--- src/isahd_pkg.sv ---
// Shared constants, types and helpers for the host decode block
package isahd_pkg;

  // ----------------------------------------------------------------
  // Host bus geometry
  // ----------------------------------------------------------------
  localparam int ISA_AW = 16;
  localparam int ISA_DW = 8;
  localparam int IDX_W  = 4;

  // Contiguous mode: base compared on A3..A9, range 100..3F8
  localparam int                CONT_LO_BIT  = 3;
  localparam int                CONT_HI_BIT  = 9;
  localparam logic [ISA_AW-1:0] CONT_MIN     = 16'h0100;
  localparam logic [ISA_AW-1:0] CONT_MAX     = 16'h03F8;

  // Sparse mode: four bases, 16 addresses spread by A10..A12 and A15
  localparam logic [ISA_AW-1:0] SPARSE_BASE0 = 16'h02E1;
  localparam logic [ISA_AW-1:0] SPARSE_BASE1 = 16'h22E1;
  localparam logic [ISA_AW-1:0] SPARSE_BASE2 = 16'h42E1;
  localparam logic [ISA_AW-1:0] SPARSE_BASE3 = 16'h62E1;
  localparam logic [9:0]        SPARSE_LOW   = 10'h2E1;

  // ----------------------------------------------------------------
  // Factory defaults
  // ----------------------------------------------------------------
  localparam logic [ISA_AW-1:0] DEF_CONT_BASE = 16'h02B8;
  localparam logic [1:0]        DEF_SP_SEL    = 2'h0;
  localparam logic [2:0]        DEF_IRQ_LINE  = 3'h7;
  localparam logic [1:0]        DEF_DMA_CH    = 2'h1;
  localparam logic              DEF_PERS_ALT  = 1'b0;

  // IRQ lines 2..7 and DMA channels 1..3 exist on the host bus
  localparam int IRQ_FIRST = 2;
  localparam int IRQ_N     = 6;
  localparam int DMA_N     = 3;

  // ----------------------------------------------------------------
  // Register map (byte offsets) and reset values
  // ----------------------------------------------------------------
  localparam logic [7:0]  REG_CTRL  = 8'h00;
  localparam logic [7:0]  REG_CFG   = 8'h04;
  localparam logic [7:0]  REG_EVT   = 8'h08;
  localparam logic [7:0]  REG_MASK  = 8'h0C;
  localparam logic [7:0]  REG_HITS  = 8'h10;
  localparam logic [1:0]  CTRL_RST  = 2'h3;
  localparam logic [3:0]  MASK_RST  = 4'h0;
  localparam int          EVT_N     = 4;
  localparam int EV_RD   = 0;
  localparam int EV_WR   = 1;
  localparam int EV_IRQ  = 2;
  localparam int EV_CFG  = 3;
  localparam int CTRL_IRQ_EN = 0;
  localparam int CTRL_DMA_EN = 1;

  // Switch-set configuration as seen by the logic
  typedef struct packed {
    logic       sparse;
    logic       pers_alt;
    logic [6:0] base;
    logic [1:0] sp_sel;
    logic [2:0] irq_line;
    logic [1:0] dma_ch;
  } isahd_cfg_t;

  localparam isahd_cfg_t CFG_RST = '{
    sparse:   1'b0,
    pers_alt: DEF_PERS_ALT,
    base:     DEF_CONT_BASE[CONT_HI_BIT:CONT_LO_BIT],
    sp_sel:   DEF_SP_SEL,
    irq_line: DEF_IRQ_LINE,
    dma_ch:   DEF_DMA_CH
  };

  // Access toward the controller core
  typedef struct packed {
    logic              rd;
    logic              wr;
    logic              pers_alt;
    logic [IDX_W-1:0]  idx;
    logic [ISA_DW-1:0] wdata;
  } isahd_core_t;

  // ----------------------------------------------------------------
  // Helpers
  // ----------------------------------------------------------------
  // One-hot of IRQ line 2..7; 0 and 1 mean no line
  function automatic logic [IRQ_N-1:0] irq_onehot(input logic [2:0] line);
    logic [IRQ_N-1:0] v;
    v = '0;
    if (line >= 3'(IRQ_FIRST)) begin
      v[3'(line - 3'(IRQ_FIRST))] = 1'b1;
    end
    return v;
  endfunction

  // One-hot of DMA channel 1..3; 0 means none
  function automatic logic [DMA_N-1:0] dma_onehot(input logic [1:0] ch);
    logic [DMA_N-1:0] v;
    v = '0;
    if (ch != 2'h0) begin
      v[2'(ch - 2'h1)] = 1'b1;
    end
    return v;
  endfunction

endpackage

--- src/isahd_top.sv ---
// Host bus configuration, decode and routing for the controller core
//
// Function
// - Mode switch selects contiguous or sparse decode
// - Contiguous base multiple of 8, 100..3F8
// - Contiguous compares address bits A3..A9
// - Contiguous block of eight addresses
// - Sparse base from two switches, four choices
// - Sparse decodes 16 spread addresses
// - Switch at 1 side is logic one
// - Personality switch, primary is default
// - IRQ onto line 2..7 or none
// - DMA on channel 1..3 or none
// - Sparse IRQ shared, contiguous exclusive
// - Defaults 2B8 contiguous, 2E1 sparse
// - DMA pair follows selected channel
// - Sparse reads three IRQ level switches
`timescale 1ns/1ns
`default_nettype none
module isahd_top
  import isahd_pkg::*;
#(
  parameter int HIT_W = 16
) (
  input  wire logic                        clk_i,
  input  wire logic                        rst_i,
  // Wishbone slave
  input  wire logic                        wb_cyc_i,
  input  wire logic                        wb_stb_i,
  input  wire logic                        wb_we_i,
  input  wire logic [7:0]                  wb_adr_i,
  input  wire logic [3:0]                  wb_sel_i,
  input  wire logic [31:0]                 wb_dat_i,
  output logic      [31:0]                 wb_dat_o,
  output logic                             wb_ack_o,
  output logic                             int_o,
  // Configuration switch block and jumpers (pins)
  input  wire logic                        sw_sparse_mode_i,
  input  wire logic                        sw_pers_alt_i,
  input  wire logic [6:0]                  sw_base_i,
  input  wire logic [1:0]                  sw_sparse_sel_i,
  input  wire logic [2:0]                  irq_level_switch_i,
  input  wire logic [2:0]                  irq_jumper_i,
  input  wire logic [1:0]                  dma_jumper_i,
  // Host expansion bus (pins)
  input  wire logic [isahd_pkg::ISA_AW-1:0] isa_addr_i,
  input  wire logic                        isa_aen_i,
  input  wire logic                        isa_ior_n_i,
  input  wire logic                        isa_iow_n_i,
  input  wire logic [isahd_pkg::ISA_DW-1:0] isa_data_i,
  output logic      [isahd_pkg::ISA_DW-1:0] isa_data_o,
  output logic                             isa_data_oe_n_o,
  output logic      [isahd_pkg::IRQ_N-1:0] isa_irq_o,
  output logic      [isahd_pkg::IRQ_N-1:0] isa_irq_oe_n_o,
  output logic      [isahd_pkg::DMA_N-1:0] isa_drq_o,
  output logic      [isahd_pkg::DMA_N-1:0] isa_drq_oe_n_o,
  input  wire logic [isahd_pkg::DMA_N-1:0] isa_dack_n_i,
  // Controller core side
  output var isahd_pkg::isahd_core_t       core_o,
  input  wire logic [isahd_pkg::ISA_DW-1:0] core_rdata_i,
  input  wire logic                        core_irq_i,
  input  wire logic                        core_drq_i,
  output logic                             core_dack_o
);

  // ----------------------------------------------------------------
  // Pin synchronisers
  // ----------------------------------------------------------------
  localparam int SW_W  = 1 + 1 + 7 + 2 + 3 + 3 + 2;
  localparam int BUS_W = ISA_AW + 1 + ISA_DW;

  logic [SW_W-1:0]   sw_s;
  logic [BUS_W-1:0]  bus_s;
  logic [1:0]        strb_n_s;
  logic [DMA_N-1:0]  dack_n_s;

  isahd_sync #(.W(SW_W), .RST(1'b0)) u_sync_sw (
    .clk_i (clk_i),
    .rst_i (rst_i),
    .d_i   ({sw_sparse_mode_i, sw_pers_alt_i, sw_base_i, sw_sparse_sel_i,
             irq_level_switch_i, irq_jumper_i, dma_jumper_i}),
    .q_o   (sw_s)
  );

  isahd_sync #(.W(BUS_W), .RST(1'b0)) u_sync_bus (
    .clk_i (clk_i),
    .rst_i (rst_i),
    .d_i   ({isa_addr_i, isa_aen_i, isa_data_i}),
    .q_o   (bus_s)
  );

  isahd_sync #(.W(2), .RST(1'b1)) u_sync_strb (
    .clk_i (clk_i),
    .rst_i (rst_i),
    .d_i   ({isa_ior_n_i, isa_iow_n_i}),
    .q_o   (strb_n_s)
  );

  isahd_sync #(.W(DMA_N), .RST(1'b1)) u_sync_dack (
    .clk_i (clk_i),
    .rst_i (rst_i),
    .d_i   (isa_dack_n_i),
    .q_o   (dack_n_s)
  );

  logic [ISA_AW-1:0] addr_s;
  logic              aen_s;
  logic [ISA_DW-1:0] data_s;
  logic              ior_s;
  logic              iow_s;
  logic [2:0]        lvl_sw_s;
  logic [2:0]        jmp_irq_s;

  assign addr_s    = bus_s[BUS_W-1 -: ISA_AW];
  assign aen_s     = bus_s[ISA_DW];
  assign data_s    = bus_s[ISA_DW-1:0];
  assign ior_s     = ~strb_n_s[1];
  assign iow_s     = ~strb_n_s[0];
  assign lvl_sw_s  = sw_s[7:5];
  assign jmp_irq_s = sw_s[4:2];

  // ----------------------------------------------------------------
  // Configuration capture
  // ----------------------------------------------------------------
  isahd_cfg_t cfg_r;
  isahd_cfg_t cfg_nxt;
  logic       cfg_chg;

  always_comb begin
    cfg_nxt          = CFG_RST;
    cfg_nxt.sparse   = sw_s[SW_W-1];
    cfg_nxt.pers_alt = sw_s[SW_W-2];
    cfg_nxt.base     = sw_s[SW_W-3 -: 7];
    cfg_nxt.sp_sel   = sw_s[9:8];
    cfg_nxt.irq_line = sw_s[SW_W-1] ? lvl_sw_s : jmp_irq_s;
    cfg_nxt.dma_ch   = sw_s[1:0];
  end

  always_ff @(posedge clk_i) begin
    if (rst_i) begin
      cfg_r <= CFG_RST;
    end else begin
      cfg_r <= cfg_nxt;
    end
  end

  assign cfg_chg = (cfg_nxt != cfg_r);

  // ----------------------------------------------------------------
  // Address decode
  // ----------------------------------------------------------------
  logic             hit;
  logic [IDX_W-1:0] idx;
  logic             sel;

  isahd_decode u_decode (
    .cfg_i  (cfg_r),
    .addr_i (addr_s),
    .hit_o  (hit),
    .idx_o  (idx)
  );

  // DMA cycles (AEN high) never select the board
  assign sel = hit && !aen_s;

  // ----------------------------------------------------------------
  // Host I/O cycles toward the core
  // ----------------------------------------------------------------
  logic ior_d_r;
  logic iow_d_r;
  logic rd_start;
  logic wr_start;

  always_ff @(posedge clk_i) begin
    if (rst_i) begin
      ior_d_r <= 1'b0;
      iow_d_r <= 1'b0;
    end else begin
      ior_d_r <= ior_s;
      iow_d_r <= iow_s;
    end
  end

  // strobes only on a decoded hit
  assign rd_start = ior_s && !ior_d_r && sel;
  assign wr_start = iow_s && !iow_d_r && sel;

  always_ff @(posedge clk_i) begin
    if (rst_i) begin
      core_o <= '0;
    end else begin
      core_o.rd       <= rd_start;
      core_o.wr       <= wr_start;
      core_o.pers_alt <= cfg_r.pers_alt;
      // index and data held on a miss
      if (rd_start || wr_start) begin
        core_o.idx   <= idx;
        core_o.wdata <= data_s;
      end
    end
  end

  // data bus driven only on a read hit
  always_ff @(posedge clk_i) begin
    if (rst_i) begin
      isa_data_oe_n_o <= 1'b1;
      isa_data_o      <= '0;
    end else begin
      isa_data_oe_n_o <= !(ior_s && sel);
      if (ior_s && sel) begin
        isa_data_o <= core_rdata_i;
      end
    end
  end

  // ----------------------------------------------------------------
  // Interrupt line routing
  // ----------------------------------------------------------------
  logic [1:0]       ctrl_r;
  logic [IRQ_N-1:0] irq_sel;

  assign irq_sel = ctrl_r[CTRL_IRQ_EN] ? irq_onehot(cfg_r.irq_line) : '0;

  // drive one of lines 2..7 or none
  always_ff @(posedge clk_i) begin
    if (rst_i) begin
      isa_irq_o      <= '0;
      isa_irq_oe_n_o <= '1;
    end else if (cfg_r.sparse) begin
      isa_irq_o      <= irq_sel;
      isa_irq_oe_n_o <= ~(irq_sel & {IRQ_N{core_irq_i}});
    end else begin
      isa_irq_o      <= irq_sel & {IRQ_N{core_irq_i}};
      isa_irq_oe_n_o <= ~irq_sel;
    end
  end

  // ----------------------------------------------------------------
  // DMA channel routing
  // ----------------------------------------------------------------
  logic [DMA_N-1:0] dma_sel;

  assign dma_sel = ctrl_r[CTRL_DMA_EN] ? dma_onehot(cfg_r.dma_ch) : '0;

  // request and acknowledge of one channel
  always_ff @(posedge clk_i) begin
    if (rst_i) begin
      isa_drq_o      <= '0;
      isa_drq_oe_n_o <= '1;
      core_dack_o    <= 1'b0;
    end else begin
      isa_drq_o      <= dma_sel & {DMA_N{core_drq_i}};
      isa_drq_oe_n_o <= ~dma_sel;
      core_dack_o    <= |(dma_sel & ~dack_n_s);
    end
  end

  // ----------------------------------------------------------------
  // Wishbone register file
  // ----------------------------------------------------------------
  logic             wb_req;
  logic             wb_wr;
  logic [EVT_N-1:0] evt_r;
  logic [EVT_N-1:0] mask_r;
  logic [EVT_N-1:0] evt_set;
  logic [HIT_W-1:0] hits_r;
  logic             core_irq_d_r;

  assign wb_req = wb_cyc_i && wb_stb_i && !wb_ack_o;
  assign wb_wr  = wb_req && wb_we_i && wb_sel_i[0];

  always_ff @(posedge clk_i) begin
    if (rst_i) begin
      wb_ack_o <= 1'b0;
    end else begin
      wb_ack_o <= wb_req;
    end
  end

  always_ff @(posedge clk_i) begin
    if (rst_i) begin
      ctrl_r <= CTRL_RST;
    end else if (wb_wr && wb_adr_i == REG_CTRL) begin
      ctrl_r <= wb_dat_i[1:0];
    end
  end

  always_ff @(posedge clk_i) begin
    if (rst_i) begin
      mask_r <= MASK_RST;
    end else if (wb_wr && wb_adr_i == REG_MASK) begin
      mask_r <= wb_dat_i[EVT_N-1:0];
    end
  end

  always_ff @(posedge clk_i) begin
    if (rst_i) begin
      core_irq_d_r <= 1'b0;
    end else begin
      core_irq_d_r <= core_irq_i;
    end
  end

  always_comb begin
    evt_set         = '0;
    evt_set[EV_RD]  = rd_start;
    evt_set[EV_WR]  = wr_start;
    evt_set[EV_IRQ] = core_irq_i && !core_irq_d_r;
    evt_set[EV_CFG] = cfg_chg;
  end

  // Set beats write-one-to-clear
  always_ff @(posedge clk_i) begin
    if (rst_i) begin
      evt_r <= '0;
    end else if (wb_wr && wb_adr_i == REG_EVT) begin
      evt_r <= (evt_r & ~wb_dat_i[EVT_N-1:0]) | evt_set;
    end else begin
      evt_r <= evt_r | evt_set;
    end
  end

  always_ff @(posedge clk_i) begin
    if (rst_i) begin
      hits_r <= '0;
    end else if (rd_start || wr_start) begin
      hits_r <= hits_r + HIT_W'(1);
    end
  end

  always_ff @(posedge clk_i) begin
    if (rst_i) begin
      int_o <= 1'b0;
    end else begin
      int_o <= |(evt_r & mask_r);
    end
  end

  always_ff @(posedge clk_i) begin
    if (rst_i) begin
      wb_dat_o <= '0;
    end else if (wb_req && !wb_we_i) begin
      unique case (wb_adr_i)
        REG_CTRL: wb_dat_o <= {30'h0, ctrl_r};
        REG_CFG:  wb_dat_o <= {16'h0, cfg_r};
        REG_EVT:  wb_dat_o <= {28'h0, evt_r};
        REG_MASK: wb_dat_o <= {28'h0, mask_r};
        REG_HITS: wb_dat_o <= 32'(hits_r);
        default:  wb_dat_o <= '0;
      endcase
    end
  end

endmodule
`default_nettype wire

--- src/isahd_sync.sv ---
// Two-stage synchroniser for a bus of pin levels
`timescale 1ns/1ns
`default_nettype none
module isahd_sync #(
  parameter int        W   = 1,
  parameter logic      RST = 1'b0
) (
  input  wire logic         clk_i,
  input  wire logic         rst_i,
  input  wire logic [W-1:0] d_i,
  output logic      [W-1:0] q_o
);
  logic [W-1:0] meta_r;

  always_ff @(posedge clk_i) begin
    if (rst_i) begin
      meta_r <= {W{RST}};
      q_o    <= {W{RST}};
    end else begin
      meta_r <= d_i;
      q_o    <= meta_r;
    end
  end
endmodule
`default_nettype wire

--- src/isahd_decode.sv ---
// Host address decode for both decode modes
`timescale 1ns/1ns
`default_nettype none
module isahd_decode
  import isahd_pkg::*;
(
  input  wire isahd_pkg::isahd_cfg_t         cfg_i,
  input  wire logic [isahd_pkg::ISA_AW-1:0]  addr_i,
  output logic                               hit_o,
  output logic      [isahd_pkg::IDX_W-1:0]   idx_o
);
  logic [ISA_AW-1:0] cont_base;
  logic              cont_ok;
  logic              cont_hit;
  logic              sp_hit;

  // switch at 1 side reads as one
  assign cont_base = {6'h00, cfg_i.base, 3'h0};
  assign cont_ok   = (cont_base >= CONT_MIN) && (cont_base <= CONT_MAX);
  assign cont_hit  = cont_ok && (addr_i[ISA_AW-1:CONT_HI_BIT+1] == '0)
                  && (addr_i[CONT_HI_BIT:CONT_LO_BIT] == cfg_i.base);
  // 16 addresses spread over upper space
  assign sp_hit    = (addr_i[9:0] == SPARSE_LOW)
                  && (addr_i[14:13] == cfg_i.sp_sel);

  // mode switch picks the decode region
  always_comb begin
    if (cfg_i.sparse) begin
      hit_o = sp_hit;
      idx_o = {addr_i[15], addr_i[12:10]};
    end else begin
      hit_o = cont_hit;
      idx_o = {1'b0, addr_i[2:0]};
    end
  end
endmodule
`default_nettype wire

--- config.mk ---
export PLATFORM = sky130hd
export DESIGN_NAME = isahd_top
export DESIGN_NICKNAME = d
export VERILOG_FILES = /design/src/isahd_pkg.sv /design/src/isahd_top.sv /design/src/isahd_sync.sv /design/src/isahd_decode.sv
export SDC_FILE = /design/constraint.sdc
export NUM_CORES = 1
export LEC_CHECK = 0
export ABC_AREA = 1
export CAP_MARGIN = 30
export CORE_MARGIN = 1.5
export CORE_UTILIZATION = 50
export DETAILED_ROUTE_END_ITERATION = 16
export DONT_BUFFER_PORTS = 1
export PLACE_DENSITY = 0.74
export SLEW_MARGIN = 10
export SYNTH_ARGS = -nofsm -noshare
export SYNTH_HDL_FRONTEND = slang
export SYNTH_SLANG_ARGS = --single-unit
--- constraint.sdc ---
create_clock -name clk_i -period 1.7 [get_ports clk_i]
set_input_delay 0.34 -clock clk_i [delete_from_list [all_inputs] [get_ports clk_i]]
set_output_delay 0.34 -clock clk_i [all_outputs]
set_load 0.01 [all_outputs]
==> impl_metrics.toml <==
[timing]
max-slew-margin-rel = 0.629
layout_min_cycle_time_ps = 1630
setup_tns_ps = 0
max_freq_mhz = 614
hold_violations = 0
setup_viol = 0
whs_ps = 7.69
fin_skew_ps = 8.93
tightest_slew_ps = 556
slew_viol_final = 0
post-route-period-util = 0.958
rsz0062_at_grt = "true"

[setup_path]
required_ps = 2120
r2r_start = "u_sync_bus.q_o[18]$_SDFF_PP0_"
crit_slowest_cell = "dfxtp_1"
worstPathArrival_ps = 2040
worstSetupPathType = "reg2reg"
cp_max_fo = 7
crit_top_cell = "nand2_2"
reg2regPathDepth = 11
r2r_slack_ps = 70
crit_chain = "inv_1 > nor2_1 > nand2_1 > nor2_2 > nand3_2 > a21oi_4 > nand2_2 > nor2_4 > buf_6 > nand2_2 > o22ai_2"
endpoint_kind = "flop"
cp_slowest_stage_delay_ps = 320
r2r_end = "evt_r[0]$_SDFF_PP0_"
critPathLaunchType = "flop"

[clock_tree]
cts_htree_levels = 1
cts_tree = "done"
cts.path.max_buffers = 3
clkLatencyLatePin_ps = 500
clk_pin_slew_worst_paths_ps = 60
cts_root_buffer = "clkbuf_16"
cts_buffers = 21
cts_sinks = 204

[grt]
use_met2 = 0.371
grt_max_degree = 91
grt_pass1_wl_um = 28600
top_usage_layer = "met2"
use_met3 = 0.0438
overflow = 0
grt_use_met1 = 0.280
grt_util_all_layers = 0.219
antenna_found_initial = 0
grt_pass1_vias = 6097

[floorplanning]
core_area_um2 = 14700
num_io_pins = 185
die_x_um = 126
die_height_um = 126
initial_core_util = 0.517
die_area_um2 = 15900
rows = 44

[finish]
area_growth_pct = 28.4
drive_gt1_frac = 0.101
fillers = 1193
seq_area_um2 = 4090
final_area_um2 = 9760
diodes = 0
multi_input_area_um2 = 2780
nNetsFinal = 1186

[job]
maxCapViolations = 0

[synthesis]
ys_seq_elements = 204
yosys-top-cells-count = "dfxtp_1 (204), nor2_1 (162), inv_1 (152), nand2_1 (144), a21oi_1 (51)"
netlist_area_um2 = 7600
syn_avg_cell_area_um2 = 8.01
async_flop_share = 0
syn_inst = 949
netlist.area_leader.share = 0.537
synth_ff_type = "dfxtp_1"
synth_top_cell_by_area = "dfxtp_1"
synth_cell_types = 37
synth_most_common_cell = "dfxtp_1"
synth.yosys.seq_area_share = 0.537
synth-edff-count = 0
yosys-top-cells-area = "dfxtp_1 (54%), nor2_1 (8.0%), inv_1 (7.5%)"
synth_warnings = 0

[place]
gp_congestion = 0.905
portBuffers = 0
hpwl_um = 10700
placed_cell_area_um2 = 7810

[min_path]
hp-class = "in2reg"
hp-start = "core_drq_i"
whs_path_depth = 2
holdPathEnd = "isa_drq_o[0]$_SDFF_PP0_"

[drt]
drc = 0
wl_per_cell_um = 13.9
routed-via-count = 6267
drt_iter0_drc = 392
drt_wl_total_um = 17700
drtAntennaViolNets = 0
dr.pass1.iters = 5
via_per_inst = 4.92

[run_status]
status = "finished clean"

[power]
switching_share = 0.218
peakVddDrop_mv = 0.826
intPower_mw = 7.95
combPwrFrac = 0.062
power_density_nw_per_um2 = 1040
power_leakage_nw = 4.29
p_switching_mw = 2.21
clkPwrFrac = 0.444
p_seq_frac = 0.494
placed cells by master, fill, tap and decap left out, drive strengths merged, types with 6 or more instances in the layout:
master / synthesis / layout
dfxtp: 204 / 204
nor2: 164 / 164
inv: 155 / 156
nand2: 146 / 146
dlygate4sd3: 0 / 109
a21oi: 52 / 52
buf: 28 / 33
o21ai: 31 / 31
o2111ai: 28 / 28
clkbuf: 27 / 27
xor2: 19 / 19
nand3: 18 / 18
or2: 17 / 17
conb: 1 / 16
nor3: 15 / 15
nand4: 12 / 12
o22ai: 10 / 10
xnor2: 8 / 8
o211ai: 3 / 6
clkinv: 1 / 6
per-stage QoR:
step	util	worst slack, ps	power (mW)	std cells
6_report	0.664	70.7	10.2	1274
3_3_place_gp	0.531	-18.1	5.50	1123
4_1_cts	0.655	29.7	10.2	1270
5_1_grt	0.664	-104	10.5	1274
3_5_place_dp	0.531	-53.2	5.51	1123
2_1_floorplan	-	260	5.47	964
critical path: cells and delay by family (launching register included):
family / cells / cell delay [ps]
buffers and inverters: 2 / 170
AND/OR/NAND/NOR: 7 / 730
flip-flops: 1 / 320
AO/OA/AOI/OAI: 2 / 330
power groups by stage:
stage	clock network, mW	logic (mW)	registers [mW]
final	4.51	0.626	5.02
after global routing	4.78	0.696	5.04
after CTS	4.57	0.593	5.02
after detailed placement	0	0.386	5.12
after global placement	0	0.379	5.12
after floorplan	0	0.369	5.10
area by class of cell:
cell class	count	share of cell area
Inverter	156	0.0600
Timing Repair Buffer	142	0.142
Multi-Input combinational cell	552	0.285
Sequential cell	204	0.419
Tap cell	184	0.0236
Clock inverter	9	0.0108
Clock buffer	27	0.0592
worst max path at each step:
stage,startpoint,endpoint,slack (ps),depth (start not counted)
floorplan,hits_r[0]$_SDFFE_PP0P_,hits_r[10]$_SDFFE_PP0P_,260,7
global placement,u_sync_bus.q_o[15]$_SDFF_PP0_,core_o[4]$_SDFFE_PP0P_,-20,10
detailed placement,u_sync_bus.q_o[15]$_SDFF_PP0_,core_o[10]$_SDFFE_PP0P_,-50,10
CTS,u_sync_bus.q_o[15]$_SDFF_PP0_,core_o[10]$_SDFFE_PP0P_,30,10
global route,u_sync_bus.q_o[22]$_SDFF_PP0_,isa_data_o[4]$_SDFFE_PP0P_,-100,11
finish,u_sync_bus.q_o[18]$_SDFF_PP0_,evt_r[0]$_SDFF_PP0_,70,11
routing by layer:
layer / share of wire / up-vias
met5: 0 / -
met4: 0.024 / 0
met3: 0.074 / 38
met2: 0.48 / 230
met1: 0.42 / 2815
li1: - / 3184
cell families after synthesis:
family                   Yosys count  synth area share
AND/OR/NAND/NOR                  374             0.203
XOR/XNOR                          27            0.0311
multiplexers                       1           0.00132
buffers and inverters            211             0.117
flip-flops                       204             0.537
other                              1          0.000493
adder cells (fa/ha/maj)            1           0.00165
AO/OA/AOI/OAI                    130             0.108
state kept, by name (all words and copies together), names as in the netlist, 4 cells and up:
signal             count
isa_irq_o              6
evt_r                  4
mask_r                 4
u_sync_sw.meta_r      19
u_sync_sw.q_o         19
cfg_r                 16
u_sync_bus.q_o        25
core_o                15
u_sync_bus.meta_r     25
wb_dat_o              16
isa_data_o             8
isa_irq_oe_n_o         6
hits_r                16
timing repair:
| item | CTS | global route |
|---|---|---|
| pin swaps | 1 | 6 |
| buffers inserted | 0 | 2 |
| endpoints found under the setup margin | 28 | 40 |
| endpoints found under the hold margin | 176 | 0 |
| hold buffers | 110 | 0 |
| cloned | 1 | 2 |
| resized for setup | 1 | 23 |
Power figures use the tool's default switching activity.
